File: src/pkg/exu_params.svh
`ifndef EXU_PARAMS_SVH
`define EXU_PARAMS_SVH

// Register byte offsets on the bus.
`define EXU_OFS_INSTR  8'h00
`define EXU_OFS_ACC    8'h04
`define EXU_OFS_FLAGS  8'h08
`define EXU_OFS_PC     8'h0c
`define EXU_OFS_MADDR  8'h10
`define EXU_OFS_MDATA  8'h14
`define EXU_OFS_STATUS 8'h18
`define EXU_OFS_IRQC   8'h1c
`define EXU_OFS_WAKE   8'h20
`define EXU_OFS_STACK  8'h24

// Flag register bit positions.
`define EXU_FLG_C   0
`define EXU_FLG_AC  1
`define EXU_FLG_Z   2
`define EXU_FLG_OV  3
`define EXU_FLG_PWR_DOWN   4
`define EXU_FLG_WD_TIMEOUT 5
`define EXU_FLG_TC1 6
`define EXU_FLG_TC2 7

// Instruction word fields.
`define EXU_F_OP_LSB  0
`define EXU_F_OP_W    5
`define EXU_F_MA_LSB  8
`define EXU_F_ARG_LSB 16
`define EXU_JUMP_W    13

// Stack pointer position in the status word.
`define EXU_STAT_SP_LSB 8

`define EXU_GIE_BIT   0
`define EXU_HTRANS_NS 1

// Reset values.
`define EXU_ACC_RST   8'h00
`define EXU_FLAGS_RST 8'h00
`define EXU_IRQC_RST  8'h00

`endif

File: src/pkg/exu_pkg.sv
package exu_pkg;

  typedef enum logic [4:0] {
    EXU_IDLE_OP     = 5'h00,
    EXU_MINUS_ONE_MEM = 5'h01,
    EXU_MINUS_ONE_ACC = 5'h02,
    EXU_SLEEP       = 5'h03,
    EXU_INC_MEM     = 5'h04,
    EXU_INC_ACC     = 5'h05,
    EXU_JUMP        = 5'h06,
    EXU_MEM_TO_ACC  = 5'h07,
    EXU_IMM_TO_ACC  = 5'h08,
    EXU_ACC_TO_MEM  = 5'h09,
    EXU_OR_MEM_ACC  = 5'h0a,
    EXU_OR_IMM_ACC  = 5'h0b,
    EXU_OR_TO_MEM   = 5'h0c,
    EXU_POP_PC      = 5'h0d,
    EXU_POP_PC_VAL  = 5'h0e,
    EXU_IRQ_EXIT    = 5'h0f,
    EXU_ROL_MEM     = 5'h10,
    EXU_ROL_ACC     = 5'h11,
    EXU_ROLC_MEM    = 5'h12,
    EXU_ROLC_ACC    = 5'h13,
    EXU_ROR_MEM     = 5'h14,
    EXU_ROR_ACC     = 5'h15
  } exu_op_t;

  typedef enum logic [1:0] {
    EXU_ST_IDLE  = 2'b00,
    EXU_ST_EXEC  = 2'b01,
    EXU_ST_POP   = 2'b10,
    EXU_ST_SLEEP = 2'b11
  } exu_state_t;

endpackage

File: src/exu_alu.sv
`timescale 1ns/1ps
module exu_alu (
  // Operation and operands
  input  wire exu_pkg::exu_op_t op,
  input  wire logic [7:0]       mem_in,
  input  wire logic [7:0]       acc_in,
  input  wire logic [7:0]       imm_in,
  input  wire logic             c_in,
  // Result and write steering
  output logic [7:0]            res,
  output logic                  wr_acc,
  output logic                  wr_mem,
  output logic                  z_upd,
  output logic                  c_upd,
  output logic                  c_new
);

  always_comb begin
    res    = 8'h00;
    wr_acc = 1'b0;
    wr_mem = 1'b0;
    z_upd  = 1'b0;
    c_upd  = 1'b0;
    c_new  = c_in;
    case (op)
      exu_pkg::EXU_MINUS_ONE_MEM: begin
        res    = mem_in - 8'h01;
        wr_mem = 1'b1;
        z_upd  = 1'b1;
      end
      exu_pkg::EXU_MINUS_ONE_ACC: begin
        res    = mem_in - 8'h01;
        wr_acc = 1'b1;
        z_upd  = 1'b1;
      end
      exu_pkg::EXU_INC_MEM: begin
        res    = mem_in + 8'h01;
        wr_mem = 1'b1;
        z_upd  = 1'b1;
      end
      exu_pkg::EXU_INC_ACC: begin
        res    = mem_in + 8'h01;
        wr_acc = 1'b1;
        z_upd  = 1'b1;
      end
      exu_pkg::EXU_IMM_TO_ACC, exu_pkg::EXU_POP_PC_VAL: begin
        res    = imm_in;
        wr_acc = 1'b1;
      end
      exu_pkg::EXU_MEM_TO_ACC: begin
        res    = mem_in;
        wr_acc = 1'b1;
      end
      exu_pkg::EXU_ACC_TO_MEM: begin
        res    = acc_in;
        wr_mem = 1'b1;
      end
      exu_pkg::EXU_OR_MEM_ACC: begin
        res    = acc_in | mem_in;
        wr_acc = 1'b1;
        z_upd  = 1'b1;
      end
      exu_pkg::EXU_OR_IMM_ACC: begin
        res    = acc_in | imm_in;
        wr_acc = 1'b1;
        z_upd  = 1'b1;
      end
      exu_pkg::EXU_OR_TO_MEM: begin
        res    = acc_in | mem_in;
        wr_mem = 1'b1;
        z_upd  = 1'b1;
      end
      exu_pkg::EXU_ROL_MEM: begin
        res    = {mem_in[6:0], mem_in[7]};
        wr_mem = 1'b1;
      end
      exu_pkg::EXU_ROL_ACC: begin
        res    = {mem_in[6:0], mem_in[7]};
        wr_acc = 1'b1;
      end
      exu_pkg::EXU_ROLC_MEM: begin
        res    = {mem_in[6:0], c_in};
        wr_mem = 1'b1;
        c_upd  = 1'b1;
        c_new  = mem_in[7];
      end
      exu_pkg::EXU_ROLC_ACC: begin
        res    = {mem_in[6:0], c_in};
        wr_acc = 1'b1;
        c_upd  = 1'b1;
        c_new  = mem_in[7];
      end
      exu_pkg::EXU_ROR_MEM: begin
        res    = {mem_in[0], mem_in[7:1]};
        wr_mem = 1'b1;
      end
      exu_pkg::EXU_ROR_ACC: begin
        res    = {mem_in[0], mem_in[7:1]};
        wr_acc = 1'b1;
      end
      default: begin
        res = 8'h00;
      end
    endcase
  end

endmodule

File: src/exu_core.sv
// What this block does
// - Decrement memory byte in place, Z only
// - Memory minus one into accumulator, Z only
// - Sleep stops execution, keeps RAM and registers
// - Sleep clears watchdog and time-out, sets power-down
// - Increment memory byte in place, Z only
// - Memory plus one into accumulator, Z only
// - Jump replaces PC bits 0 to 12
// - Load immediate byte into accumulator, no flags
// - Copy byte memory/accumulator, flags untouched
// - Idle only advances the program counter
// - OR into accumulator, Z only
// - OR into memory byte, Z only
// - Return pops PC, takes two cycles
// - Return pops PC, loads immediate to accumulator
// - Interrupt return pops PC, sets global enable
// - Rotate memory left in place, no flags
// - Rotate memory left into accumulator, no flags
// - Rotate left through carry in place
// - Rotate left through carry into accumulator
// - Rotate memory right in place, no flags
// - Rotate memory right into accumulator, no flags
`timescale 1ns/1ps
`include "exu_params.svh"
module exu_core #(
  parameter int MEM_AW    = 8,
  parameter int PC_W      = 16,
  parameter int STK_DEPTH = 8,
  parameter int WD_PRE_W  = 8,
  parameter int WD_W      = 8
) (
  // Clock and reset
  input  wire logic        hclk,
  input  wire logic        hresetn,
  // AHB-Lite slave
  input  wire logic        hsel,
  input  wire logic [31:0] haddr,
  input  wire logic [1:0]  htrans,
  input  wire logic        hwrite,
  input  wire logic [2:0]  hsize,
  input  wire logic        hready,
  input  wire logic [31:0] hwdata,
  output logic      [31:0] hrdata,
  output logic             hreadyout,
  output logic             hresp,
  // Power state
  output logic             power_down
);

  localparam int SP_W = $clog2(STK_DEPTH);

  // Bus pipeline state
  logic             dp_vld_q;
  logic             dp_wr_q;
  logic [7:0]       dp_adr_q;
  logic             hready_q;
  logic [31:0]      hrdata_q;
  logic             hresp_q;
  logic             pdown_q;

  // Architectural state
  logic [7:0]       acc_q;
  logic [7:0]       flags_q;
  logic [7:0]       flags_d;
  logic [PC_W-1:0]  pc_q;
  logic [31:0]      instr_q;
  logic [7:0]       irq_control_reg_q;
  logic [MEM_AW-1:0] maddr_q;
  logic [SP_W-1:0]  sp_q;
  logic [PC_W-1:0]  stk_q [STK_DEPTH];
  logic [7:0]       mem_q [2**MEM_AW];
  logic [WD_PRE_W-1:0] wd_pre_q;
  logic [WD_W-1:0]  watchdog_counter_q;
  exu_pkg::exu_state_t st_q;
  exu_pkg::exu_state_t st_d;

  // Decode and datapath nets
  logic             addr_take;
  logic             wr_hit;
  logic             exec;
  logic             pop_cyc;
  logic             wd_ovf;
  logic             wd_clr;
  logic [31:0]      rd_d;
  logic [MEM_AW-1:0] ma;
  logic [7:0]       mem_rd;
  logic [7:0]       imm;
  exu_pkg::exu_op_t op;
  logic [7:0]       alu_res;
  logic             alu_wr_acc;
  logic             alu_wr_mem;
  logic             alu_z_upd;
  logic             alu_c_upd;
  logic             alu_c_new;

  assign hrdata     = hrdata_q;
  assign hreadyout  = hready_q;
  assign hresp      = hresp_q;
  assign power_down = pdown_q;

  assign addr_take = hsel & hready & htrans[`EXU_HTRANS_NS];
  assign wr_hit    = dp_vld_q & dp_wr_q & hready;
  assign exec      = (st_q == exu_pkg::EXU_ST_EXEC);
  assign pop_cyc   = (st_q == exu_pkg::EXU_ST_POP);

  assign op  = exu_pkg::exu_op_t'(instr_q[`EXU_F_OP_LSB +: `EXU_F_OP_W]);
  assign ma  = instr_q[`EXU_F_MA_LSB +: MEM_AW];
  assign imm = instr_q[`EXU_F_ARG_LSB +: 8];
  assign mem_rd = mem_q[ma];

  exu_alu u_alu (
    .op     (op),
    .mem_in (mem_rd),
    .acc_in (acc_q),
    .imm_in (imm),
    .c_in   (flags_q[`EXU_FLG_C]),
    .res    (alu_res),
    .wr_acc (alu_wr_acc),
    .wr_mem (alu_wr_mem),
    .z_upd  (alu_z_upd),
    .c_upd  (alu_c_upd),
    .c_new  (alu_c_new)
  );

  // Address phase capture. Reads get one wait state so that the data
  // phase sees every write that went before it.
  always_ff @(posedge hclk or negedge hresetn) begin
    if (!hresetn) begin
      dp_vld_q <= 1'b0;
      dp_wr_q  <= 1'b0;
      dp_adr_q <= 8'h00;
    end else if (hready) begin
      dp_vld_q <= addr_take;
      dp_wr_q  <= hwrite;
      dp_adr_q <= haddr[7:0];
    end
  end

  always_ff @(posedge hclk or negedge hresetn) begin
    if (!hresetn) begin
      hready_q <= 1'b1;
      hresp_q  <= 1'b0;
    end else begin
      hready_q <= !(addr_take && !hwrite);
      hresp_q  <= 1'b0;
    end
  end

  always_comb begin
    rd_d = 32'h0000_0000;
    case (dp_adr_q)
      `EXU_OFS_INSTR:  rd_d = instr_q;
      `EXU_OFS_ACC:    rd_d[7:0] = acc_q;
      `EXU_OFS_FLAGS:  rd_d[7:0] = flags_q;
      `EXU_OFS_PC:     rd_d[PC_W-1:0] = pc_q;
      `EXU_OFS_MADDR:  rd_d[MEM_AW-1:0] = maddr_q;
      `EXU_OFS_MDATA:  rd_d[7:0] = mem_q[maddr_q];
      `EXU_OFS_STATUS: begin
        rd_d[$bits(exu_pkg::exu_state_t)-1:0] = st_q;
        rd_d[`EXU_STAT_SP_LSB +: SP_W]        = sp_q;
      end
      `EXU_OFS_IRQC:   rd_d[7:0] = irq_control_reg_q;
      default:         rd_d = 32'h0000_0000;
    endcase
  end

  always_ff @(posedge hclk or negedge hresetn) begin
    if (!hresetn) begin
      hrdata_q <= 32'h0000_0000;
    end else if (dp_vld_q && !dp_wr_q && !hready_q) begin
      hrdata_q <= rd_d;
    end
  end

  // Sequencer. In sleep nothing executes and the watchdog is frozen,
  // which stands in for the stopped system clock.
  always_comb begin
    st_d = st_q;
    case (st_q)
      exu_pkg::EXU_ST_IDLE: begin
        if (wr_hit && dp_adr_q == `EXU_OFS_INSTR) begin
          st_d = exu_pkg::EXU_ST_EXEC;
        end
      end
      exu_pkg::EXU_ST_EXEC: begin
        if (op == exu_pkg::EXU_POP_PC || op == exu_pkg::EXU_POP_PC_VAL ||
            op == exu_pkg::EXU_IRQ_EXIT) begin
          st_d = exu_pkg::EXU_ST_POP;
        end else if (op == exu_pkg::EXU_SLEEP) begin
          st_d = exu_pkg::EXU_ST_SLEEP;
        end else begin
          st_d = exu_pkg::EXU_ST_IDLE;
        end
      end
      exu_pkg::EXU_ST_POP: begin
        st_d = exu_pkg::EXU_ST_IDLE;
      end
      exu_pkg::EXU_ST_SLEEP: begin
        if (wr_hit && dp_adr_q == `EXU_OFS_WAKE) begin
          st_d = exu_pkg::EXU_ST_IDLE;
        end
      end
      default: begin
        st_d = exu_pkg::EXU_ST_IDLE;
      end
    endcase
  end

  always_ff @(posedge hclk or negedge hresetn) begin
    if (!hresetn) begin
      st_q    <= exu_pkg::EXU_ST_IDLE;
      pdown_q <= 1'b0;
    end else begin
      st_q    <= st_d;
      pdown_q <= (st_d == exu_pkg::EXU_ST_SLEEP);
    end
  end

  always_ff @(posedge hclk or negedge hresetn) begin
    if (!hresetn) begin
      instr_q <= 32'h0000_0000;
    end else if (st_q == exu_pkg::EXU_ST_IDLE && wr_hit && dp_adr_q == `EXU_OFS_INSTR) begin
      instr_q <= hwdata;
    end
  end

  // Data memory holds its contents through sleep; it has no reset.
  always_ff @(posedge hclk) begin
    if (exec && alu_wr_mem) begin
      mem_q[ma] <= alu_res;
    end else if (wr_hit && dp_adr_q == `EXU_OFS_MDATA) begin
      mem_q[maddr_q] <= hwdata[7:0];
    end
  end

  always_ff @(posedge hclk or negedge hresetn) begin
    if (!hresetn) begin
      maddr_q <= '0;
    end else if (wr_hit && dp_adr_q == `EXU_OFS_MADDR) begin
      maddr_q <= hwdata[MEM_AW-1:0];
    end
  end

  always_ff @(posedge hclk or negedge hresetn) begin
    if (!hresetn) begin
      acc_q <= `EXU_ACC_RST;
    end else if (exec && alu_wr_acc) begin
      acc_q <= alu_res;
    end else if (wr_hit && dp_adr_q == `EXU_OFS_ACC) begin
      acc_q <= hwdata[7:0];
    end
  end

  // Flags start from their old value; only the bits an instruction names
  // are touched. A sleep clear in the same cycle as a watchdog overflow wins; a bus write to the flags loses to it.
  always_comb begin
    flags_d = flags_q;
    if (wr_hit && dp_adr_q == `EXU_OFS_FLAGS) begin
      flags_d = hwdata[7:0];
    end
    if (exec) begin
      if (alu_z_upd) begin
        flags_d[`EXU_FLG_Z] = (alu_res == 8'h00);
      end
      if (alu_c_upd) begin
        flags_d[`EXU_FLG_C] = alu_c_new;
      end
      if (op == exu_pkg::EXU_SLEEP) begin
        flags_d[`EXU_FLG_PWR_DOWN]   = 1'b1;
        flags_d[`EXU_FLG_WD_TIMEOUT] = 1'b0;
      end
    end
    if (wd_ovf) begin
      flags_d[`EXU_FLG_WD_TIMEOUT] = 1'b1;
    end
  end

  always_ff @(posedge hclk or negedge hresetn) begin
    if (!hresetn) begin
      flags_q <= `EXU_FLAGS_RST;
    end else begin
      flags_q <= flags_d;
    end
  end

  // Program counter.
  always_ff @(posedge hclk or negedge hresetn) begin
    if (!hresetn) begin
      pc_q <= '0;
    end else if (exec) begin
      case (op)
        exu_pkg::EXU_JUMP: begin
          pc_q[`EXU_JUMP_W-1:0] <= instr_q[`EXU_F_ARG_LSB +: `EXU_JUMP_W];
        end
        exu_pkg::EXU_POP_PC, exu_pkg::EXU_POP_PC_VAL, exu_pkg::EXU_IRQ_EXIT: begin
          pc_q <= pc_q;
        end
        default: begin
          pc_q <= pc_q + 1'b1;
        end
      endcase
    end else if (pop_cyc) begin
      pc_q <= stk_q[sp_q - 1'b1];
    end else if (wr_hit && dp_adr_q == `EXU_OFS_PC && st_q == exu_pkg::EXU_ST_IDLE) begin
      pc_q <= hwdata[PC_W-1:0];
    end
  end

  // Hardware stack wraps around; software fills it through the push port.
  always_ff @(posedge hclk or negedge hresetn) begin
    if (!hresetn) begin
      sp_q <= '0;
    end else if (pop_cyc) begin
      sp_q <= sp_q - 1'b1;
    end else if (wr_hit && dp_adr_q == `EXU_OFS_STACK) begin
      sp_q <= sp_q + 1'b1;
    end
  end

  always_ff @(posedge hclk) begin
    if (!pop_cyc && wr_hit && dp_adr_q == `EXU_OFS_STACK) begin
      stk_q[sp_q] <= hwdata[PC_W-1:0];
    end
  end

  always_ff @(posedge hclk or negedge hresetn) begin
    if (!hresetn) begin
      irq_control_reg_q <= `EXU_IRQC_RST;
    end else if (pop_cyc && op == exu_pkg::EXU_IRQ_EXIT) begin
      irq_control_reg_q[`EXU_GIE_BIT] <= 1'b1;
    end else if (wr_hit && dp_adr_q == `EXU_OFS_IRQC) begin
      irq_control_reg_q <= hwdata[7:0];
    end
  end

  // Watchdog: prescaler feeds the counter, overflow raises the time-out.
  assign wd_clr = exec && (op == exu_pkg::EXU_SLEEP);
  assign wd_ovf = (st_q != exu_pkg::EXU_ST_SLEEP) && !wd_clr &&
                  (&wd_pre_q) && (&watchdog_counter_q);

  always_ff @(posedge hclk or negedge hresetn) begin
    if (!hresetn) begin
      wd_pre_q           <= '0;
      watchdog_counter_q <= '0;
    end else if (wd_clr) begin
      wd_pre_q           <= '0;
      watchdog_counter_q <= '0;
    end else if (st_q != exu_pkg::EXU_ST_SLEEP) begin
      wd_pre_q <= wd_pre_q + 1'b1;
      if (&wd_pre_q) begin
        watchdog_counter_q <= watchdog_counter_q + 1'b1;
      end
    end
  end

endmodule

File: config.mk
export PLATFORM = sky130hd
export DESIGN_NAME = exu_core
export DESIGN_NICKNAME = d
export VERILOG_FILES = /design/src/pkg/exu_pkg.sv /design/src/exu_alu.sv /design/src/exu_core.sv
export VERILOG_INCLUDE_DIRS = /design/src /design/src/pkg
export SDC_FILE = /design/constraint.sdc
export NUM_CORES = 2
export LEC_CHECK = 0
export BUFFER_PORTS_ARGS = -buffer_cell sky130_fd_sc_hd__clkbuf_2
export CORE_MARGIN = 10
export CORE_UTILIZATION = 55
export CTS_BUF_LIST = sky130_fd_sc_hd__clkbuf_16
export DETAILED_ROUTE_END_ITERATION = 6
export MAX_ROUTING_LAYER = met4
export PLACE_DENSITY = 0.73
export SYNTH_ARGS = -nofsm -noshare
export SYNTH_HDL_FRONTEND = slang
export SYNTH_SLANG_ARGS = --single-unit
File: constraint.sdc
create_clock -name hclk -period 33.3 [get_ports hclk]
set_input_delay 4.995 -clock hclk [delete_from_list [all_inputs] [get_ports hclk]]
set_output_delay 4.995 -clock hclk [all_outputs]
set_load 0.1 [all_outputs]
# Yosys cells after proc, flatten, opt, wreduce, memory -nomap -nowiden
# Memories as Yosys holds them, arrays and structs flattened.
# Index checks and enable logic that the tools add are counted.
# word_totals
register_bits	145
mem_bits_rw	2176
out_inout_bits	35
word_cells	184
mem_count	2
# op_classes
addsub	7
eq_ne	38
n_mux	50
bitwise	7
reduce_logical	60
# mem_list
name	words	word_bits	read_ports	rd_ports_with_merged_regs	wr	line	text
mem_q	256	8	2	0	1	exu_core.sv:71	logic [7:0] mem_q [2**MEM_AW];
stk_q	8	16	1	0	1	exu_core.sv:70	logic [PC_W-1:0] stk_q [STK_DEPTH];
# op_table
op	count
8-bit one-hot mux with 10 select lines	1
8-bit 2-to-1 mux	9
16-bit 2-to-1 mux	4
6-bit one-hot mux with 7 select lines	1
5-bit by 4-bit equality test with 1-bit output (second input constant)	8
8-bit by 5-bit equality test with 1-bit output (second input constant)	4
5-bit equality test (second input constant)	6
13-bit one-hot mux with 2 select lines	1
8-bit by 1-bit adder with 8-bit output (second input constant)	3
1-bit logical AND	24
5-bit by 3-bit equality test with 1-bit output (second input constant)	4
1-bit 2-to-1 mux	20
16-bit by 1-bit adder with 16-bit output (second input constant)	1
8-bit by 4-bit equality test with 1-bit output (second input constant)	2
8-bit by 6-bit equality test with 1-bit output (second input constant)	2
8-bit logical NOT	2
8-bit OR	2
2-bit one-hot mux with 8 select lines	1
8-bit AND reduction	2
2-bit OR reduction	7
7-bit OR reduction	2
2-bit 2-to-1 mux	6
5-bit by 2-bit equality test with 1-bit output (second input constant)	2
5-bit one-hot mux with 2 select lines	1
other kinds (25)	47

# Longest topological paths before layout
# depth
word_depth	8
ltp_mapped	27

# Modules after synthesis
# Synthesis repeated with hierarchy kept, for this count alone.
# unflattened
cells_unflattened	5903
hier_area_um2	108914.5
# modules_own_cells
mod	instances	cells_per_inst	area_per_inst_um2	seq_area_each_um2
exu_core	1	5742	107825.9	68972.4
exu_alu	1	161	1088.5	0.0

# Worst setup path before layout
# Ideal clock, no wire load.
# synth_timing
kind	input-to-reg
start	input hready
end	memory mem_q[0][2], data pin
setup_time_ns	1.579
arrival_ns	12.807
required_ns	31.721
slack_ns	18.914
cell_stages	6
path_buffers	2
cell_sequence	and3_1 > nand3_1 > clkbuf_1 > clkbuf_1 > nor2_1 > a21oi_1
# synth_between
elab_chain_cells	7
# synth_rtl
element	line	text
start: declaration	exu_core.sv:41	input wire logic hready,
1-bit AND	exu_core.sv:102	assign wr_hit = dp_vld_q & dp_wr_q & hready;
1-bit logical AND (no line)	--	
1-bit 2-to-1 mux	exu_core.sv:231	end else if (wr_hit && dp_adr_q == `EXU_OFS_MDATA) begin
1-bit 2-to-1 mux	exu_core.sv:229	if (exec && alu_wr_mem) begin
1-bit 2-to-1 mux (implied by the code)	exu_core.sv:232	mem_q[maddr_q] <= hwdata[7:0];
8-bit OR reduction (no line)	--	
8-bit 2-to-1 mux (no line)	--	
end: declaration	exu_core.sv:71	
# No other way between the ends.

# Final worst setup path
# layout_timing
start	register instr_q[8]
end	memory mem_q[157][5], data pin
# layout_between
elab_chain_cells	4
# layout_rtl
element	line	text
start: declaration	exu_core.sv:66	logic [31:0] instr_q;
start signal: assignment	exu_core.sv:223	instr_q <= hwdata;
memory read 256 x 8 bit *	--	
8-bit by 1-bit adder with 8-bit output (tied with other cells)	exu_alu.sv:37, exu_alu.sv:42	
8-bit one-hot mux with 10 select lines *	exu_alu.sv:25	case (op)
8-bit 2-to-1 mux (no line) *	--	
# Mark *: on every way between the ends. The rest lies on a longest branch, timed or not.

==> flow_metrics.py <==
metrics = {
    "status": {
        "outcome": "finished clean",
    },
    "critical_path": {
        "cpMostUsedCell": "buf_4",
        "path_buf_inv": 6,
        "path_cells": "buf_4, buf_4, buf_12, buf_4, mux4_2, o22ai_1, a31oi_1, a31oi_1, or3_1, a221oi_1, ha_1, inv_1, a21oi_1, o21ai_0, a221o_1, a21oi_1, o41ai_1, a41o_1, mux2_8, buf_4",
        "setup.worst_path.start_class": "flop",
        "critPathTopFamily": "buffers and inverters",
        "critPathMaxStageDelay_ns": 1.05,
        "critical_path_peak_fanout": 169,
        "rrSetupSlack_ns": 23.21,
        "worstSetupPathType": "reg2reg",
        "arrival_ns": 10.64,
        "critPathCaptureType": "flop",
        "required_ns": 33.85,
        "cp_slowest_cell": "a221oi_1",
    },
    "yosys": {
        "synth.distinct_cells": 88,
        "synthesis.nets": 5858,
        "yosys_warnings": 0,
        "synth_compound_area_frac": 0.0361,
        "syn-instance-count": 5768,
        "synthMuxAreaShare": 0.266,
        "synth_top_family_by_area": "multiplexers",
        "ys_seq_area_frac": 0.635,
        "synth_xor_area_frac": 0.00258,
        "synth_adder_area_share": 0.00191,
        "synth_flop_cell": "edfxtp_1",
        "synth.cell_area_sq_um": 109000,
        "synth.avg_cell_area_sq_um": 18.8,
        "synthSimpleGateAreaFrac": 0.0365,
        "synth_edf_count": 2176,
        "async_reset_ff_frac": 0.0625,
        "ys_ff_latch": 2321,
    },
    "floorplan": {
        "start_util": 0.552,
        "die_w_um": 465,
        "ios": 109,
        "core_sq_um": 197000,
        "die_h_um": 465,
        "rows": 163,
        "die-area_sq_um": 216000,
    },
    "run": {
        "max-cap-violations": 0,
    },
    "finish": {
        "nNetsFinal": 5863,
        "final_cell_mix": "edfxtp_1, mux4_2, nor2_1",
        "final_common_cell": "edfxtp_1",
        "utilization": 0.605,
        "drive_gt1_frac": 0.306,
        "area_delta_synth_final_pct": 9.66,
        "n_fill_cell": 13800,
    },
    "sta": {
        "period_needed_ns": 10.09,
        "fin_crit_sh": 0.303,
        "finClkSkew_ns": 0.0695,
        "fmax_ghz": 0.0991,
        "finalSetupViolCount": 0,
        "slew_violations": 0,
        "setup_slack_ns": 23.21,
        "tightest_slew_ns": 1.38,
        "finalHoldViolCount": 0,
        "relSlewSlack": 0.0830,
        "setup_tns_ns": 0,
        "rsz0062_at_grt": "no",
    },
    "cts": {
        "cts_resized": 0,
        "clkLatencyLatePin_ns": 0.91,
        "ctsHoldBuffers": 0,
        "clock_sinks": 2321,
        "post_cts_buffers": 0,
        "clockBufferDepth": 3,
        "clkTransAtPathRegs_ns": 0.06,
        "htreeDepth": 4,
        "cts_tree": "done",
        "cts_inserted_buffers": 230,
        "root_buffer": "clkbuf_16",
    },
    "global_routing": {
        "grt_usage": 0.314,
        "overflow": 0,
        "grt_pass1_vias": 62600,
        "grt_max_degree": 257,
        "antenna_found_initial": 15,
        "grt_pass1_wl_um": 473000,
    },
    "routing": {
        "viasPerCell": 7.39,
        "first_pass_iters": 6,
        "drc": 0,
        "vias": 63800,
        "wire_per_inst_um": 38.7,
        "ant_nets": 0,
        "drt_iter0_drc": 10700,
        "drt-total-wl_um": 334000,
    },
    "placement": {
        "io_buffers": 79,
        "hpwl_um": 208000,
        "gp_congestion": 0.953,
        "place_ws_ns": 23.46,
    },
    "pwr": {
        "ir_drop_mv": 0.0560,
        "swShare": 0.225,
        "power_density_nw_per_um2": 50.9,
        "pwr-share-comb": 0.043,
        "p_switching_uw": 1360,
        "p_int_uw": 4700,
        "p_leak_uw": 0.0375,
        "seq_power_share": 0.529,
        "p_clk_frac": 0.428,
    },
    "hold_path": {
        "hp-class": "reg2reg",
    },
}
## stage by stage
step	hold slack (ns)	instances	power, uW	area, sq um
finish	0.472	8631	6060	119000
global route	0.503	8626	6200	119000
CTS	0.478	8615	6060	119000
detailed placement	0.460	8181	3520	112000
global placement	0.457	8180	3520	112000
floorplan	0.463	5768	3420	109000
## worst min-delay path, delay by kind of cell, from the launching register on
family	cells	cell delay, ns
flops	1	0.34
simple gates	2	0.10
## layer usage
layer | vias up | part of all wire | track usage
li1 | 24500 | - | -
met2 | 4956 | 0.45 | 0.449
met4 | 0 | 0.063 | 0.157
met5 | - | 0 | -
met1 | 33300 | 0.35 | 0.408
met3 | 1016 | 0.14 | 0.102
## power groups by stage
stage / clock network [uW] / registers, uW / logic (uW)
floorplan: 0 / 3280 / 147
global placement: 0 / 3270 / 251
detailed placement: 0 / 3270 / 254
CTS: 2600 / 3210 / 255
global route: 2720 / 3210 / 271
finish: 2590 / 3210 / 263
## layout make-up
cell class                      count  area [sq um]  area share
Sequential cell                  2321         69000       0.579
Multi-Input combinational cell   2971         37500       0.315
Clock buffer                      230          5760      0.0483
Tap cell                         2640          3300      0.0277
Clock inverter                    204          1790      0.0150
Timing Repair Buffer              227          1660      0.0140
Inverter                           22          85.1    0.000714
Antenna cell                       16          40.0    0.000336
## cells in the mapped netlist (7+ instances only)
library cell	n	area share
inv_1	19	0.00066
a2111oi_0	7	0.00056
a22oi_1	120	0.0083
nor2_1	381	0.013
nand4_1	20	0.0012
ha_1	15	0.0017
a31oi_1	27	0.0016
mux2i_1	226	0.021
xor2_1	15	0.0012
buf_4	25	0.0017
or3_1	10	0.00058
o22ai_1	47	0.0027
nand2_1	256	0.0088
buf_6	37	0.0038
nand2b_1	17	0.00098
nand3_1	84	0.0039
clkbuf_1	262	0.0090
nor2b_1	15	0.00086
and2_1	15	0.00086
nor3_1	39	0.0018
buf_1	62	0.0021
and3_1	18	0.0010
a211oi_1	28	0.0019
nand3b_1	12	0.00083
mux2_2	75	0.0078
xnor2_1	17	0.0014
dfrtp_1	144	0.033
buf_2	54	0.0025
mux4_1	22	0.0053
a221oi_1	32	0.0026
mux4_2	1120	0.23
o21ai_0	87	0.0040
buf_12	8	0.0015
a21oi_1	121	0.0056
or2_2	7	0.00040
o221ai_1	13	0.0010
edfxtp_1	2176	0.60
a22o_1	22	0.0018
## final timing paths
kind                                 start       endpoint  depth (start not counted)
worst max register to register  instr_q[8]  mem_q[157][5]                         20
worst max-delay path            instr_q[8]  mem_q[157][5]                         20
min in group asynchronous          hresetn      hrdata[1]                          1
max in group asynchronous          hresetn     instr_q[8]                          2
worst min-delay path            hrdata[23]     hrdata[23]                          2
worst min register to register  hrdata[23]     hrdata[23]                          2
## registers in the layout, indices dropped and copies added (netlist names), 8 cells and up
| signal | cells |
|---|---|
| flags_q | 8 |
| wd_pre_q | 8 |
| pc_q | 16 |
| irq_control_reg_q | 8 |
| instr_q | 32 |
| dp_adr_q | 8 |
| stk_q | 128 |
| acc_q | 8 |
| watchdog_counter_q | 8 |
| hrdata | 32 |
| mem_q | 2048 |
| maddr_q | 8 |
## cells by family after synthesis
kind of cell / count (synthesis)
buf+inv: 476
xor+xnor: 32
compound gates: 576
mux: 1444
other cells: 1
flops: 2321
fa+ha+maj: 16
simple gates: 902
No activity file was read; power rests on OpenSTA's default activity.
